<file path="config.mk">
export PLATFORM = sky130hd
export DESIGN_NAME = vls_shift_unit
export DESIGN_NICKNAME = d
export VERILOG_FILES = /design/src/shared/vls_pkg.sv /design/src/rtl/vls_shift_unit.sv
export SDC_FILE = /design/constraint.sdc
export NUM_CORES = 1
export LEC_CHECK = 0
export BUFFER_PORTS_ARGS = -buffer_cell sky130_fd_sc_hd__buf_4
export CAP_MARGIN = 20
export CELL_PAD_IN_SITES_DETAIL_PLACEMENT = 0
export CELL_PAD_IN_SITES_GLOBAL_PLACEMENT = 2
export CORE_UTILIZATION = 35
export DETAILED_ROUTE_END_ITERATION = 16
export PLACE_DENSITY = 0.95
export SYNTH_ARGS = -nofsm -noshare
export SYNTH_HDL_FRONTEND = slang
export SYNTH_SLANG_ARGS = --single-unit
</file>
<file path="constraint.sdc">
create_clock -name i_clock -period 5.95 [get_ports i_clock]
set_clock_uncertainty 0.2 [all_clocks]
set_input_delay 0.2975 -clock i_clock [delete_from_list [all_inputs] [get_ports i_clock]]
set_output_delay 0.2975 -clock i_clock [all_outputs]
set_load 0.005 [all_outputs]
</file>
<file path="src/shared/vls_pkg.sv">
// Constants and types shared by the vector left-shift datapath
package vls_pkg;

  // Operand and lane widths
  localparam int VLS_DATA_W     = 32;
  localparam int VLS_HALF_W     = 16;
  localparam int VLS_BYTE_W     = 8;
  localparam int VLS_HALF_LANES = 2;
  localparam int VLS_BYTE_LANES = 4;

  // Shift count field widths
  localparam int VLS_HALF_CNT_W = 4;
  localparam int VLS_BYTE_CNT_W = 3;
  localparam int VLS_WORD_CNT_W = 5;

  // Overflow flag position in the DSP control register
  localparam int VLS_OUFLAG_BIT = 22;
  localparam logic [31:0] VLS_OUFLAG_MASK = 32'h0040_0000;

  // Reset values
  localparam logic [31:0] VLS_CTL_RST    = 32'h0000_0000;
  localparam logic [31:0] VLS_RESULT_RST = 32'h0000_0000;

  // Saturation limits
  localparam logic [15:0] VLS_HALF_POS = 16'h7FFF;
  localparam logic [15:0] VLS_HALF_NEG = 16'h8000;
  localparam logic [31:0] VLS_WORD_POS = 32'h7FFF_FFFF;
  localparam logic [31:0] VLS_WORD_NEG = 32'h8000_0000;

  // Operation select, one-hot
  typedef enum logic [4:0] {
    VLS_OP_HP     = 5'h01,  // var_halfword_pair_shift_left
    VLS_OP_HP_SAT = 5'h02,  // var_halfword_pair_shift_left_sat
    VLS_OP_QB     = 5'h04,  // var_quad_byte_shift_left
    VLS_OP_W_SAT  = 5'h08,  // var_word_shift_left_sat
    VLS_OP_IMM_W  = 5'h10   // imm_word_shift_left_sat
  } vls_op_t;

endpackage

</file>
<file path="src/rtl/vls_shift_unit.sv">
`timescale 1ns/10ps
module vls_shift_unit
  import vls_pkg::*;
#(
  parameter int DATA_W = VLS_DATA_W
) (
  // Clock and reset
  input  wire logic              i_clock,
  input  wire logic              i_sys_rst,
  // Issue from the pipeline
  input  wire logic              i_issue,
  input  wire vls_op_t           i_op,
  input  wire logic [31:0]       i_count_reg,
  input  wire logic [31:0]       i_source,
  input  wire logic [4:0]        i_imm,
  // DSP resource state
  input  wire logic              i_dsp_present,
  input  wire logic              i_dsp_enabled,
  // Control register write port
  input  wire logic              i_ctl_wr,
  input  wire logic [31:0]       i_ctl_wdata,
  // Results
  output logic [31:0]            o_result,
  output logic                   o_result_valid,
  output logic                   o_overflow,
  output logic                   o_exc_reserved,
  output logic                   o_exc_dsp_disabled,
  output logic [31:0]            o_dsp_control
);

  // Only the documented word width is served
  if (DATA_W != 32) begin : g_width_check
    $error("vls_shift_unit serves a 32-bit datapath only");
  end

  // Operation decode
  wire logic is_hp     = (i_op == VLS_OP_HP);
  wire logic is_hp_sat = (i_op == VLS_OP_HP_SAT);
  wire logic is_qb     = (i_op == VLS_OP_QB);
  wire logic is_w_sat  = (i_op == VLS_OP_W_SAT);
  wire logic is_imm_w  = (i_op == VLS_OP_IMM_W);
  wire logic is_half   = is_hp | is_hp_sat;
  wire logic is_word   = is_w_sat | is_imm_w;
  wire logic op_known  = is_half | is_qb | is_word;

  // Access check ahead of execution
  wire logic exec_ok  = i_issue & i_dsp_present & i_dsp_enabled & op_known;
  wire logic exc_ri   = i_issue & (~i_dsp_present | ~op_known);
  wire logic exc_dd   = i_issue & i_dsp_present & op_known & ~i_dsp_enabled;

  // Shift counts, unsigned, upper bits ignored
  wire logic [3:0] half_cnt = i_count_reg[VLS_HALF_CNT_W-1:0];
  wire logic [2:0] byte_cnt = i_count_reg[VLS_BYTE_CNT_W-1:0];
  wire logic [4:0] word_cnt = is_imm_w ? i_imm
                                       : i_count_reg[VLS_WORD_CNT_W-1:0];

  logic [31:0] half_res;
  logic [1:0]  half_ovf;
  logic [31:0] byte_res;
  logic [3:0]  byte_ovf;

  // Halfword lanes: probe keeps sign plus shifted-out bits
  for (genvar g = 0; g < VLS_HALF_LANES; g++) begin : g_half
    wire logic [15:0] lane_in  = i_source[g*VLS_HALF_W +: VLS_HALF_W];
    wire logic [15:0] lane_sh  = lane_in << half_cnt;
    wire logic [3:0]  probe_sh = 4'hF - half_cnt;
    wire logic [15:0] probe    = 16'($signed(lane_in) >>> probe_sh);
    wire logic [15:0] lane_lim = lane_in[15] ? VLS_HALF_NEG : VLS_HALF_POS;
    assign half_ovf[g] = (probe != 16'h0000) && (probe != 16'hFFFF);
    assign half_res[g*VLS_HALF_W +: VLS_HALF_W] =
      (is_hp_sat && half_ovf[g]) ? lane_lim : lane_sh;
  end

  // Byte lanes: shift only, no clamping
  for (genvar g = 0; g < VLS_BYTE_LANES; g++) begin : g_byte
    wire logic [7:0] lane_in  = i_source[g*VLS_BYTE_W +: VLS_BYTE_W];
    wire logic [2:0] probe_sh = 3'h7 - byte_cnt;
    wire logic [7:0] probe    = 8'($signed(lane_in) >>> probe_sh);
    assign byte_ovf[g] = (probe != 8'h00) && (probe != 8'hFF);
    assign byte_res[g*VLS_BYTE_W +: VLS_BYTE_W] = lane_in << byte_cnt;
  end

  // Whole word lane
  wire logic [31:0] word_sh    = i_source << word_cnt;
  wire logic [4:0]  word_psh   = 5'h1F - word_cnt;
  wire logic [31:0] word_probe = 32'($signed(i_source) >>> word_psh);
  wire logic        word_ovf   = (word_probe != 32'h0000_0000)
                              && (word_probe != 32'hFFFF_FFFF);
  wire logic [31:0] word_lim   = i_source[31] ? VLS_WORD_NEG : VLS_WORD_POS;
  wire logic [31:0] word_res   = word_ovf ? word_lim : word_sh;

  // Result and overflow selection
  wire logic [31:0] result_sel = is_half ? half_res
                               : is_qb   ? byte_res
                               : word_res;
  wire logic        ovf_sel    = is_half ? (|half_ovf)
                               : is_qb   ? (|byte_ovf)
                               : (is_word & word_ovf);

  // Control register: write port, then sticky set that wins
  logic [31:0] ctl_r;
  logic [31:0] ctl_nxt;
  wire logic [31:0] ctl_base = i_ctl_wr ? i_ctl_wdata : ctl_r;
  wire logic        flag_set = exec_ok & ovf_sel;
  assign ctl_nxt = flag_set ? (ctl_base | VLS_OUFLAG_MASK) : ctl_base;

  // Output registers
  logic [31:0] result_r;
  logic        valid_r;
  logic        ovf_r;
  logic        exc_ri_r;
  logic        exc_dd_r;

  // One-cycle pipeline stage
  always_ff @(posedge i_clock or posedge i_sys_rst) begin
    if (i_sys_rst) begin
      result_r <= VLS_RESULT_RST;
      valid_r  <= 1'b0;
      ovf_r    <= 1'b0;
      exc_ri_r <= 1'b0;
      exc_dd_r <= 1'b0;
      ctl_r    <= VLS_CTL_RST;
    end else begin
      result_r <= exec_ok ? result_sel : result_r;
      valid_r  <= exec_ok;
      ovf_r    <= flag_set;
      exc_ri_r <= exc_ri;
      exc_dd_r <= exc_dd;
      ctl_r    <= ctl_nxt;
    end
  end

  // Ports straight from flops
  assign o_result           = result_r;
  assign o_result_valid     = valid_r;
  assign o_overflow         = ovf_r;
  assign o_exc_reserved     = exc_ri_r;
  assign o_exc_dsp_disabled = exc_dd_r;
  assign o_dsp_control      = ctl_r;

  wire logic go_hp  = exec_ok & is_hp;
  wire logic go_hps = exec_ok & is_hp_sat;
  wire logic go_qb  = exec_ok & is_qb;
  wire logic go_w   = exec_ok & is_w_sat;
  wire logic go_imm = exec_ok & is_imm_w;
endmodule

</file>
* Word level (Yosys, flattened, before mapping)
Cells that the tools add are included.
** Word-level totals
- Register bits after elaboration :: 68
- Bits in latches :: 0
- Memory bits (writable) :: 0
- ROM bits :: 0
- Input port bits :: 112
- Output and inout port bits :: 68
- Word-level logic and storage cells :: 84
- Memories kept :: 0
** Cells by class
- Add/sub/neg operators :: 3
- $mul :: 0
- Divide/modulo/power cells :: 0
- Order comparisons :: 0
- Eq/ne operators :: 12
- Shift operators :: 14
- Muxes and demuxes :: 13
- Bitwise operators :: 16
- Reduce and logical (&&, ||, !) cells :: 19
** Operator list (count)
- 2-to-1 mux 32 bit :: 5
- 2-to-1 mux 16 bit :: 4
- inequality test 16 bit (second input constant) :: 2
- inequality test 32 bit (second input constant) :: 1
- inequality test 8 bit (second input constant) :: 4
- nonzero test 16 bit :: 2
- nonzero test 32 bit :: 1
- nonzero test 8 bit :: 4
- left shift 16 x 4 -> 16 bit :: 2
- left shift 32 x 5 -> 32 bit :: 1
- left shift 8 x 3 -> 8 bit :: 4
- >>> shifter 16 x 4 -> 16 bit :: 2
- >>> shifter 32 x 5 -> 32 bit :: 1
- >>> shifter 8 x 3 -> 8 bit :: 4
- 2-to-1 mux 23 bit :: 1
- logical AND 1 bit :: 9
- AND 1 bit :: 8
- equality test 5 x 1 -> 1 bit (second input constant) :: 1
- equality test 5 x 2 -> 1 bit (second input constant) :: 1
- equality test 5 x 3 -> 1 bit (second input constant) :: 1
- equality test 5 x 4 -> 1 bit (second input constant) :: 1
- equality test 5 bit (second input constant) :: 1
- 2-to-1 mux 5 bit :: 1
- OR 1 bit :: 5
- other kinds (8) :: 11

* Longest topological paths before layout
Gate-level depths: netlist (run 1).
- Depth after elaboration :: 11
- Mapped depth :: 20
- Gate-level depth less buffers :: 13

* Least setup slack after synthesis (run 1)
Ideal clock, no wire load.
- Path kind :: in2reg
- From :: in i_op[0]
- To :: reg result_r[17] (netlist: o_result[17])
- Library setup time :: 104 ps
- Data arrival time :: 3909 ps
- Data required time :: 5646 ps
- Setup slack :: 1738 ps
- Cell stages on the path :: 16
- Path buffers :: 4
- Cells stage by stage :: buf_6 -> nor4_4 -> buf_2 -> nand3_1 -> a22oi_2 -> mux2i_1 -> a21oi_1 -> a21boi_0 -> a221o_1 -> or4_1 -> nor4_1 -> a31o_1 -> buf_4 -> buf_6 -> nand2_1 -> a221oi_1
** Between the ends
- Word-level cells in the longest chain between the ends :: 9
- Elaborated cells on any way between the ends :: 22
- Those cells by class :: add/sub: 1; eq/ne: 6; shift: 2; mux: 5; bitwise: 5; reduce/logical: 3
** Ends and longest elaborated chain
- from (decl) :: RTL line vls_shift_unit.sv:12 : input wire vls_op_t i_op,
- equality test 5 bit :: RTL line vls_shift_unit.sv:41 : wire logic is_imm_w = (i_op == VLS_OP_IMM_W);
- 2-to-1 mux 5 bit :: RTL line vls_shift_unit.sv:54 : wire logic [4:0] word_cnt = is_imm_w ? i_imm
- subtractor 5 bit :: RTL line vls_shift_unit.sv:85 : wire logic [4:0] word_psh = 5'h1F - word_cnt;
- >>> shifter 32 x 5 -> 32 bit :: RTL line vls_shift_unit.sv:86 : wire logic [31:0] word_probe = 32'($signed(i_source) >>> word_psh);
- inequality test 32 bit / nonzero test 32 bit (equally long branches) :: RTL line vls_shift_unit.sv:88, vls_shift_unit.sv:87
- logical AND 1 bit :: RTL line vls_shift_unit.sv:88 : && (word_probe != 32'hFFFF_FFFF);
- 2-to-1 mux 32 bit :: RTL line vls_shift_unit.sv:90 : wire logic [31:0] word_res = word_ovf ? word_lim : word_sh;
- 2-to-1 mux 32 bit :: RTL line vls_shift_unit.sv:94 : : is_qb ? byte_res
- 2-to-1 mux 32 bit :: RTL line vls_shift_unit.sv:93 : wire logic [31:0] result_sel = is_half ? half_res
- to (signal assigned) :: RTL line vls_shift_unit.sv:124 : result_r <= exec_ok ? result_sel : result_r;
- to (decl) :: RTL line vls_shift_unit.sv:108 : logic [31:0] result_r;
Several ways; a longest one is shown, not always the timed one.
A chain may end at the register's enable or synchronous reset.

* Final worst setup path (run 1)
- From :: in i_op[1]
- To :: reg ctl_r[22] (netlist: o_dsp_control[22])
** Between the ends
- Word-level cells in the longest chain between the ends :: 11
- Elaborated cells on any way between the ends :: 22
- Those cells by class :: add/sub: 1; eq/ne: 6; shift: 1; mux: 4; bitwise: 7; reduce/logical: 3
** Ends and longest elaborated chain
- equality test 5 bit :: RTL line vls_shift_unit.sv:41
- 2-to-1 mux 5 bit :: RTL line vls_shift_unit.sv:54
- subtractor 5 bit :: RTL line vls_shift_unit.sv:85
- >>> shifter 32 x 5 -> 32 bit :: RTL line vls_shift_unit.sv:86
- inequality test 32 bit / nonzero test 32 bit (equally long branches) :: RTL line vls_shift_unit.sv:88, vls_shift_unit.sv:87
- logical AND 1 bit :: RTL line vls_shift_unit.sv:88
- AND 1 bit :: RTL line vls_shift_unit.sv:98 : : (is_word & word_ovf);
- 2-to-1 mux 1 bit :: RTL line vls_shift_unit.sv:97 : : is_qb ? (|byte_ovf)
- 2-to-1 mux 1 bit :: RTL line vls_shift_unit.sv:96 : wire logic ovf_sel = is_half ? (|half_ovf)
- AND 1 bit * :: RTL line vls_shift_unit.sv:104 : wire logic flag_set = exec_ok & ovf_sel;
- via flag_set :: RTL line vls_shift_unit.sv:104
- 2-to-1 mux 23 bit / nonzero test 2 bit (equally long branches)
- to (signal assigned) :: RTL line vls_shift_unit.sv:129 : ctl_r <= ctl_nxt;
- to (decl) :: RTL line vls_shift_unit.sv:101 : logic [31:0] ctl_r;
Mark *: on every way through the listed nets, which the timed path passes. The rest lies on a longest branch.

==> flow_summary_export.csv, run 1 <==
group,metric,value,unit
outcome,status,"complete, no violations",
timing,worstMarginPinSlew,0.995,ns
floorplan,die_w,163,um
floorplan,ios,180,
final_layout,synthToLayoutAreaGrowth,19.4,%
timing,finalHoldViolCount,0,
cts,clk_latency,0.32,ns
drt,dr.pass1.iters,6,
timing,rsz0062_at_grt,"no",
logic_synthesis,synth_edf_count,0,
global_route,grt_max_degree,69,
critical_path,cp-end-kind,"flop",
final_layout,post-route-cell-area,0.0109,sq mm
placement,post_dp_cell_area,0.0105,sq mm
logic_synthesis,yosys_warnings,0,
pwr,p_int,1300,uW
logic_synthesis,synth.net_count,1347,
final_layout,drive_above_1_share,23.2,%
logic_synthesis,synth.most_common_cell,"nand2_1",
critical_path,path_class,"input port to flop",
drt,detail_route.wl_per_cell,23.2,um
pwr,ir_worst_vdd,0.000171,V
hold_path,hold_end,"o_dsp_control[7]",
critical_path,cp.required,5.96,ns
logic_synthesis,synth_top_cell_area_share,18.7,%
final_layout,nNetsFinal,1444,
drt,ant_nets,0,
logic_synthesis,synth.distinct_cells,83,
logic_synthesis,synth_flop_cell,"dfrtp_1",
floorplan,start_util,35.9,%
final_layout,multi_input_area,0.00684,sq mm
timing,relSlewSlack,33.2,%
drt,route.detailed.drc,0,
pwr,p_sw,807,uW
cts,cts_buffers,9,
timing,fin_crit_sh,88.3,%
pwr,switching_share,38.4,%
hold_path,worstHoldStart,"i_ctl_wdata[7]",
timing,fmax,190,MHz
critical_path,cp-start-kind,"input port",
pwr,powerDensity,193,mW/mm^2
floorplan,die-area,0.0267,sq mm
drt,routed_wirelength,38700,um
cts,ctsRootBufferMaster,"clkbuf_16",
logic_synthesis,ys_seq_area_share,18.7,%
placement,dp_hpwl,28600,um
timing,finalSetupViolations,0,
pwr,clockPowerShare,24.2,%
placement,gp_congestion,0.948,
logic_synthesis,synthArstFlopShare,100,%
critical_path,r2r_setup_slack,4.76,ns
logic_synthesis,ys_seq_elements,68,
cts,cts_buffer_depth,2,
floorplan,fp.coreArea,0.0254,sq mm
cts,post-cts-setup-buffers,0,
cts,htree_levels,3,
logic_synthesis,yosysTopAreaCell,"dfrtp_1",
hold_path,min_path_type,"input port to flop",
cts,cts_tree,"built",
global_route,grt-ovfl-total,0,
timing,maxSlewViolCount,0,
global_route,antenna_found_initial,0,
final_layout,seq_area,0.00170,sq mm
logic_synthesis,postSynthAreaPerCell,7.38,sq um
pwr,pwr-share-comb,46.7,%
placement,io_buffers,152,
critical_path,worst_ep_arrival_time,5.27,ns
hold_path,min_path_cells,2,
drt,vias,10903,
critical_path,crit_path_max_fanout,29,
logic_synthesis,yosys-top-cells-count,"nand2_1, a21oi_1, nor2_1, o21ai_0, clkbuf_1",
critical_path,worstRegToRegCells,2,
critical_path,worstReg2RegStart,"o_result[29]",
timing,period_minus_slack,5.26,ns
cts,cts.sinks,68,
timing,fin_tns_setup,0,ns
logic_synthesis,syn_area,0.00912,sq mm
final_layout,n_antenna_cell,0,
drt,viasPerCell,6.54,
logic_synthesis,ys_top_cells_by_area,"dfrtp_1, mux4_2, nand2_1",
final_layout,num-fill-cells,2648,
pwr,power_frac_seq,29.0,%
global_route,grt_pass1_wl,58600,um
pwr,p_leak,0.00424,uW
cts,clk_pin_slew,0.06,ns
global_route,grt.total_usage,28.5,%
drt,first_iter_violations,1470,
critical_path,r2r_end,"o_result[29]",
global_route,grt_pass1_vias,10086,
job,drv_cap,0,
floorplan,die_y,163,um
floorplan,fp-row-count,58,
logic_synthesis,synth_cells,1235,
[cells by family (layout without fill, tap and decap cells)]
| kind of cell | count (synthesis) | in the layout | share of synthesized area (%) |
|---|---|---|---|
| AOI/OAI and AO/OA | 473 | 473 | 35.0 |
| DFF | 68 | 68 | 18.7 |
| xor gates and xnor gates | 5 | 5 | 0.480 |
| buffers and inverters | 139 | 240 | 6.45 |
| and+or+nand+nor | 444 | 444 | 23.4 |
| muxes | 106 | 106 | 16.1 |
[placed cells by master (no fill, tap or decap), types with 26 or more instances in the layout]
cell type	count
buf_4	198
nand2_1	161
a21oi_1	110
nor2_1	106
o21ai_0	78
dfrtp_1	68
a211oi_1	43
mux2_2	40
mux2i_1	37
a31oi_1	36
nor3_1	35
nand2b_1	34
mux4_2	28
nand3_1	26
[worst max-delay path, cell delays in order]
cell      delay [ns]
buf_4           0.14
nor4_4          0.63
buf_4           0.32
nand2_1         0.09
buf_4           0.22
a311oi_1        0.84
mux2i_1         0.31
mux2_2          0.37
mux4_2          0.47
a21oi_1         0.13
and4_1          0.19
and4_1          0.31
a31o_1          0.15
buf_4           0.31
a31oi_1         0.16
a211o_1         0.31
[flip-flops by register name (all words and copies together) (netlist names)]
signal / count
o_exc_dsp_disabled: 1
o_dsp_control: 32
o_result_valid: 1
o_exc_reserved: 1
o_result: 32
o_overflow: 1
[how the worst max path moves through the flow]
| stage | from | to | slack (ns) | depth (start not counted) |
|---|---|---|---|---|
| CTS | i_op[1] | o_result[16] | 0.88 | 16 |
| finish | i_op[1] | o_dsp_control[22] | 0.69 | 16 |
| global placement | i_op[1] | o_result[5] | 0.56 | 15 |
| detailed placement | i_op[1] | o_dsp_control[22] | 0.55 | 16 |
| floorplan | i_op[0] | o_result[17] | 1.74 | 16 |
| global route | i_op[1] | o_result[16] | 0.43 | 15 |
[through the flow]
step	power, uW	util (%)	hold slack, ns	worst slack, ns	std cells
6_report	2110	42.9	0.00876	0.693	1666
5_1_grt	2210	42.9	0.00123	0.433	1666
4_1_cts	2100	42.8	0.000405	0.884	1665
3_5_place_dp	1580	41.5	0.267	0.551	1644
3_3_place_gp	1570	41.4	0.259	0.562	1643
2_1_floorplan	1150	-	0.163	1.74	1235
[power by group through the flow]
| stage | combinational, uW | sequential [uW] | clock, uW |
|---|---|---|---|
| floorplan | 544 | 609 | 0 |
| global placement | 951 | 617 | 0 |
| detailed placement | 961 | 618 | 0 |
| finish | 984 | 611 | 510 |
| CTS | 967 | 610 | 519 |
| global route | 1060 | 620 | 533 |
[metal layers]
layer | GRT usage [%] | wire length (um) | share of wire (%) | up-vias
met5 | 0 | 0 | 0 | -
met4 | 13.5 | 1600 | 4.1 | 0
met3 | 3.05 | 3380 | 8.7 | 95
met2 | 46.5 | 18000 | 47 | 603
met1 | 37.5 | 15700 | 41 | 5264
li1 | - | - | - | 4941
[what timing repair did]
item | in CTS | in global routing
hold buffers | 6 | 0
hold endpoints to repair | 5 | 0
resized for setup | 0 | 0
[cell type report]
type,count,area share [%]
Multi-Input combinational cell,1028,62.8
Clock buffer,11,2.14
Clock inverter,4,0.471
Sequential cell,68,15.6
Tap cell,330,3.79
Timing Repair Buffer,207,14.6
Inverter,18,0.621
No activity file was read; power rests on OpenSTA's default activity.
==> run 2, diff against run 1 <==
CORE_UTILIZATION = 30   (was 35)
PLACE_DENSITY = 0.89   (was 0.95)
==> run 2 against run 1 <==
  * Global-route usage down 2.8 points
  * Sequential power grew 0.7%
  * Combinational power up 1%
  * Critical endpoint is now o_result[5]
  * Worst setup slack gained 0.30 ns
==> flow_summary_export.csv, run 2 (same netlist as run 1, synthesis figures left out) <==
group,metric,value,unit
outcome,status,"complete, no violations",
drt,first_iter_violations,1193,
critical_path,cp-start-kind,"input port",
timing,finalSetupViolations,0,
hold_path,min_path_type,"input port to flop",
drt,viasPerCell,6.29,
pwr,clockPowerShare,24.1,%
placement,dp_hpwl,30000,um
timing,maxSlewViolCount,0,
timing,relSlewSlack,17.6,%
floorplan,fp.coreArea,0.0298,sq mm
timing,fin_crit_sh,83.4,%
floorplan,die-area,0.0311,sq mm
final_layout,final_common_cell,"buf_4",
placement,io_buffers,152,
timing,fin_tns_setup,0,ns
drt,vias,10915,
pwr,p_sw,822,uW
global_route,grt_max_degree,74,
critical_path,path_class,"input port to flop",
placement,gp_congestion,0.911,
floorplan,die_w,176,um
critical_path,crit_path_max_fanout,21,
floorplan,ios,180,
critical_path,r2r_setup_slack,4.66,ns
final_layout,final_cell_mix,"buf_4, nand2_1, a21oi_1",
timing,worstMarginPinSlew,1.23,ns
timing,finalHoldViolCount,0,
final_layout,synthToLayoutAreaGrowth,21.1,%
pwr,powerDensity,192,mW/mm^2
global_route,grt.total_usage,25.7,%
critical_path,cp.required,5.95,ns
floorplan,start_util,30.6,%
cts,clk_pin_slew,0.06,ns
cts,htree_levels,3,
pwr,power_frac_seq,29.0,%
cts,cts_buffers,9,
critical_path,worst_ep_arrival_time,4.96,ns
final_layout,finalNonFillerCells,1735,
floorplan,die_y,176,um
timing,hold_slack,0.00219,ns
pwr,pwr-share-comb,47.0,%
cts,cts.sinks,68,
cts,post-cts-setup-buffers,0,
cts,cts_buffer_depth,2,
cts,cts_tree,"built",
timing,fmax,202,MHz
pwr,switching_share,38.7,%
pwr,ir_worst_vdd,0.000127,V
global_route,grt_pass1_vias,10393,
final_layout,nNetsFinal,1452,
pwr,p_int,1300,uW
floorplan,fp-row-count,63,
drt,dr.pass1.iters,6,
global_route,grt_pass1_wl,61700,um
timing,rsz0062_at_grt,"no",
pwr,p_leak,0.00428,uW
drt,ant_nets,0,
cts,ctsRootBufferMaster,"clkbuf_16",
global_route,grt-ovfl-total,0,
final_layout,drive_above_1_share,23.5,%
cts,cts_hold_buf,8,
critical_path,cp-end-kind,"flop",
cts,clk_latency,0.33,ns
placement,place_inst,1711,
global_route,antenna_found_initial,1,
drt,routed_wirelength,40500,um
timing,period_minus_slack,4.96,ns
cts,cts_resized,0,
drt,route.detailed.drc,0,
drt,detail_route.wl_per_cell,23.4,um
job,drv_cap,0,
run 2: cell count changes in the layout (fill, tap and decap cells not counted), sizes merged:
cell / delta
diode: +1
clkbuf: -1
dlygate4sd3: +2
buf: +7
run 2: final cells by class:
cell class | instances | area [sq um]
fillers | 3161 | 18800
multi-input cells | 1028 | 6840
flip-flops and latches | 68 | 1700
repair buffers | 215 | 1660
well taps | 390 | 488
clock buffers | 11 | 233
inverters | 18 | 67.6
clock inverters | 4 | 51.3
diodes | 1 | 2.50
run 2: path summary, 6_finish.rpt:
check | from | to | depth (start not counted)
min reg2reg | o_dsp_control[21] | o_dsp_control[21] | 1
min in group asynchronous | i_sys_rst | o_dsp_control[15] | 3
max | i_op[1] | o_result[5] | 17
min | i_ctl_wdata[4] | o_dsp_control[4] | 2
max reg2reg | o_result[29] | o_result[29] | 2
max in group asynchronous | i_sys_rst | o_dsp_control[7] | 3
run 2: critical path, cell delays in order:
cell	delay (ns)
buf_4	0.14
nor4_4	0.27
buf_4	0.26
buf_4	0.30
nand3_1	0.21
a211oi_2	0.80
buf_4	0.27
a22oi_1	0.08
o211ai_1	0.38
a22oi_1	0.23
a21o_1	0.19
nor4_1	0.30
and4_1	0.36
o21ai_1	0.21
buf_4	0.26
a221oi_1	0.25
o31ai_1	0.12
run 2: power groups by stage:
stage / clock network [uW] / registers [uW] / logic [uW]
CTS: 519 / 616 / 983
finish: 510 / 615 / 997
global placement: 0 / 621 / 974
global route: 545 / 626 / 1070
floorplan: 0 / 609 / 544
detailed placement: 0 / 624 / 975
run 2: metrics by stage:
step	total power, uW	util, %	area, sq um	worst slack (ns)
floorplan	1150	-	9120	1.74
global placement	1590	35.8	10700	0.799
detailed placement	1600	35.8	10700	0.847
CTS	2120	37.0	11000	1.17
global route	2240	37.0	11000	0.698
finish	2120	37.0	11000	0.989
run 2: layer usage:
metal,track usage [%],routed length [um]
met1,33.2,16600
met2,42.6,18900
met3,2.86,3230
met4,12.0,1820
met5,0,0
==> run 3, diff against run 2 <==
clock period = 4.8 ns   (was 5.95 ns; I/O delays follow)
==> run 3 against run 2 <==
  * First-iteration DRC count is 8.8% higher
  * Sequential cell count stayed put
  * Non-clock buffer count rose by 81
  * Critical path type unchanged
  * Combinational power is 30% higher
  * Via count increased by 3.0%
  * The run now ends with negative hold slack left
  * Global-route usage is essentially flat
  * Wire length grew 1.5%
==> flow_summary_export.csv, run 3 (same netlist as run 1, synthesis figures left out) <==
group,metric,value,unit
outcome,status,"complete, but fails checks",
final_layout,final_cell_mix,"buf_4, nand2_1, a21oi_1",
timing,worst_slack,0.250,ns
floorplan,fp-row-count,63,
critical_path,worst_ep_arrival_time,4.56,ns
floorplan,fp.coreArea,0.0298,sq mm
global_route,grt.total_usage,25.6,%
timing,rsz0062_at_grt,"no",
timing,fin_crit_sh,94.8,%
global_route,grt-ovfl-total,0,
timing,period_minus_slack,4.55,ns
pwr,ir_worst_vdd,0.000187,V
placement,place_ws,0.00457,ns
final_layout,num-fill-cells,3095,
pwr,powerDensity,231,mW/mm^2
drt,dr.pass1.iters,6,
final_layout,multi_input_area,0.00684,sq mm
timing,relSlewSlack,29.5,%
drt,vias,11242,
pwr,p_leak,0.00469,uW
final_layout,nNetsFinal,1533,
floorplan,ios,180,
drt,ant_nets,0,
critical_path,path_class,"input port to flop",
job,drv_cap,0,
cts,clk_pin_slew,0.06,ns
timing,fin_tns_setup,0,ns
cts,clk_latency,0.33,ns
placement,dp_hpwl,30600,um
global_route,antenna_found_initial,0,
cts,cts_hold_buf,35,
cts,post-cts-setup-buffers,0,
timing,finalHoldViolCount,15,
placement,io_buffers,152,
drt,first_iter_violations,1298,
timing,hold_slack,-0.0135,ns
hold_path,min_path_type,"input port to async pin",
final_layout,synthToLayoutAreaGrowth,29.2,%
cts,cts_tree,"built",
cts,ctsRootBufferMaster,"clkbuf_16",
timing,fmax,220,MHz
final_layout,n_antenna_cell,0,
timing,finalSetupViolations,0,
final_layout,final_common_cell,"buf_4",
drt,routed_wirelength,41100,um
floorplan,die_w,176,um
placement,gp_congestion,0.943,
final_layout,seq_area,0.00170,sq mm
critical_path,cp.required,4.81,ns
floorplan,die_y,176,um
global_route,grt_pass1_wl,61400,um
cts,cts_buffer_depth,2,
outcome,violations,"negative hold slack",
critical_path,cp-end-kind,"flop",
floorplan,start_util,30.6,%
cts,cts_resized,0,
drt,viasPerCell,6.19,
floorplan,die-area,0.0311,sq mm
global_route,grt_pass1_vias,10422,
critical_path,crit_path_max_fanout,23,
drt,route.detailed.drc,0,
cts,htree_levels,3,
cts,cts.sinks,68,
global_route,grt_max_degree,74,
timing,worstMarginPinSlew,1.05,ns
timing,maxSlewViolCount,0,
cts,cts_buffers,9,
drt,detail_route.wl_per_cell,22.6,um
critical_path,cp-start-kind,"input port",
final_layout,drive_above_1_share,26.2,%
## run 3: cell count changes in the layout (fill, tap and decap cells not counted)
cell,change
buf_4,+50
dlygate4sd3_1,+27
buf_12,+4
clkbuf_1,-2
clkinv_4,+2
clkinv_2,+1
clkinvlp_4,-1
diode_2,-1
inv_6,+1
## run 3: area by class of cell
type	instances	area share, %
Timing Repair Buffer	296	20.2
Inverter	18	0.574
Clock buffer	9	1.91
Multi-Input combinational cell	1028	58.0
Sequential cell	68	14.4
Clock inverter	7	0.637
Tap cell	390	4.14
## run 3: power by group
part	leakage, uW	internal (uW)	switching [uW]
Clock	0.000150	404	257
Sequential	0.000820	682	77.0
Combinational	0.00372	584	720
Total	0.00469	1670	1050
## run 3: path summary, 6_finish.rpt
path                                     from  depth (start not counted)  slack, ns                end
worst max-delay path                  i_op[1]                         15       0.25  o_dsp_control[22]
worst min-delay path                i_sys_rst                          3      -0.01     o_exc_reserved
worst max register to register   o_result[29]                          2       3.51       o_result[29]
worst min register to register    o_result[2]                          2       0.29        o_result[2]
max in group asynchronous           i_sys_rst                          3       3.83  o_dsp_control[13]
min in group i_clock            i_dsp_present                          3       0.03     o_exc_reserved
## run 3: metal layers
| metal | global-route usage, % | up-vias | wire (um) |
|---|---|---|---|
| met5 | 0 | - | 0 |
| met4 | 11.2 | 0 | 1590 |
| met3 | 3.36 | 102 | 3480 |
| met2 | 42.7 | 611 | 19500 |
| met1 | 33.0 | 5404 | 16500 |
| li1 | - | 5125 | - |
## run 3: metrics by stage
stage / power, uW / std cells / hold slack [ns] / instance area [sq um] / util, %
finish: 2730 / 1816 / -0.0135 / 11800 / 39.5
global route: 2880 / 1816 / 0.0619 / 11800 / 39.5
global placement: 2010 / 1765 / 0.202 / 11100 / 37.3
floorplan: 1430 / 1235 / 0.105 / 9120 / -
CTS: 2710 / 1816 / 0.00979 / 11800 / 39.5
detailed placement: 2030 / 1765 / 0.203 / 11100 / 37.3
## run 3: critical path, stage by stage
cell and delay (ns):
buf_4 0.14, or4_4 0.71, buf_4 0.27, a211oi_1 0.19, a311oi_1 0.07, buf_4 0.19, a221oi_1 0.51, a21boi_0 0.18
a221o_1 0.30, or4_1 0.51, nor4_1 0.35, a31o_1 0.25, buf_12 0.16, a31oi_1 0.13, a211o_1 0.32
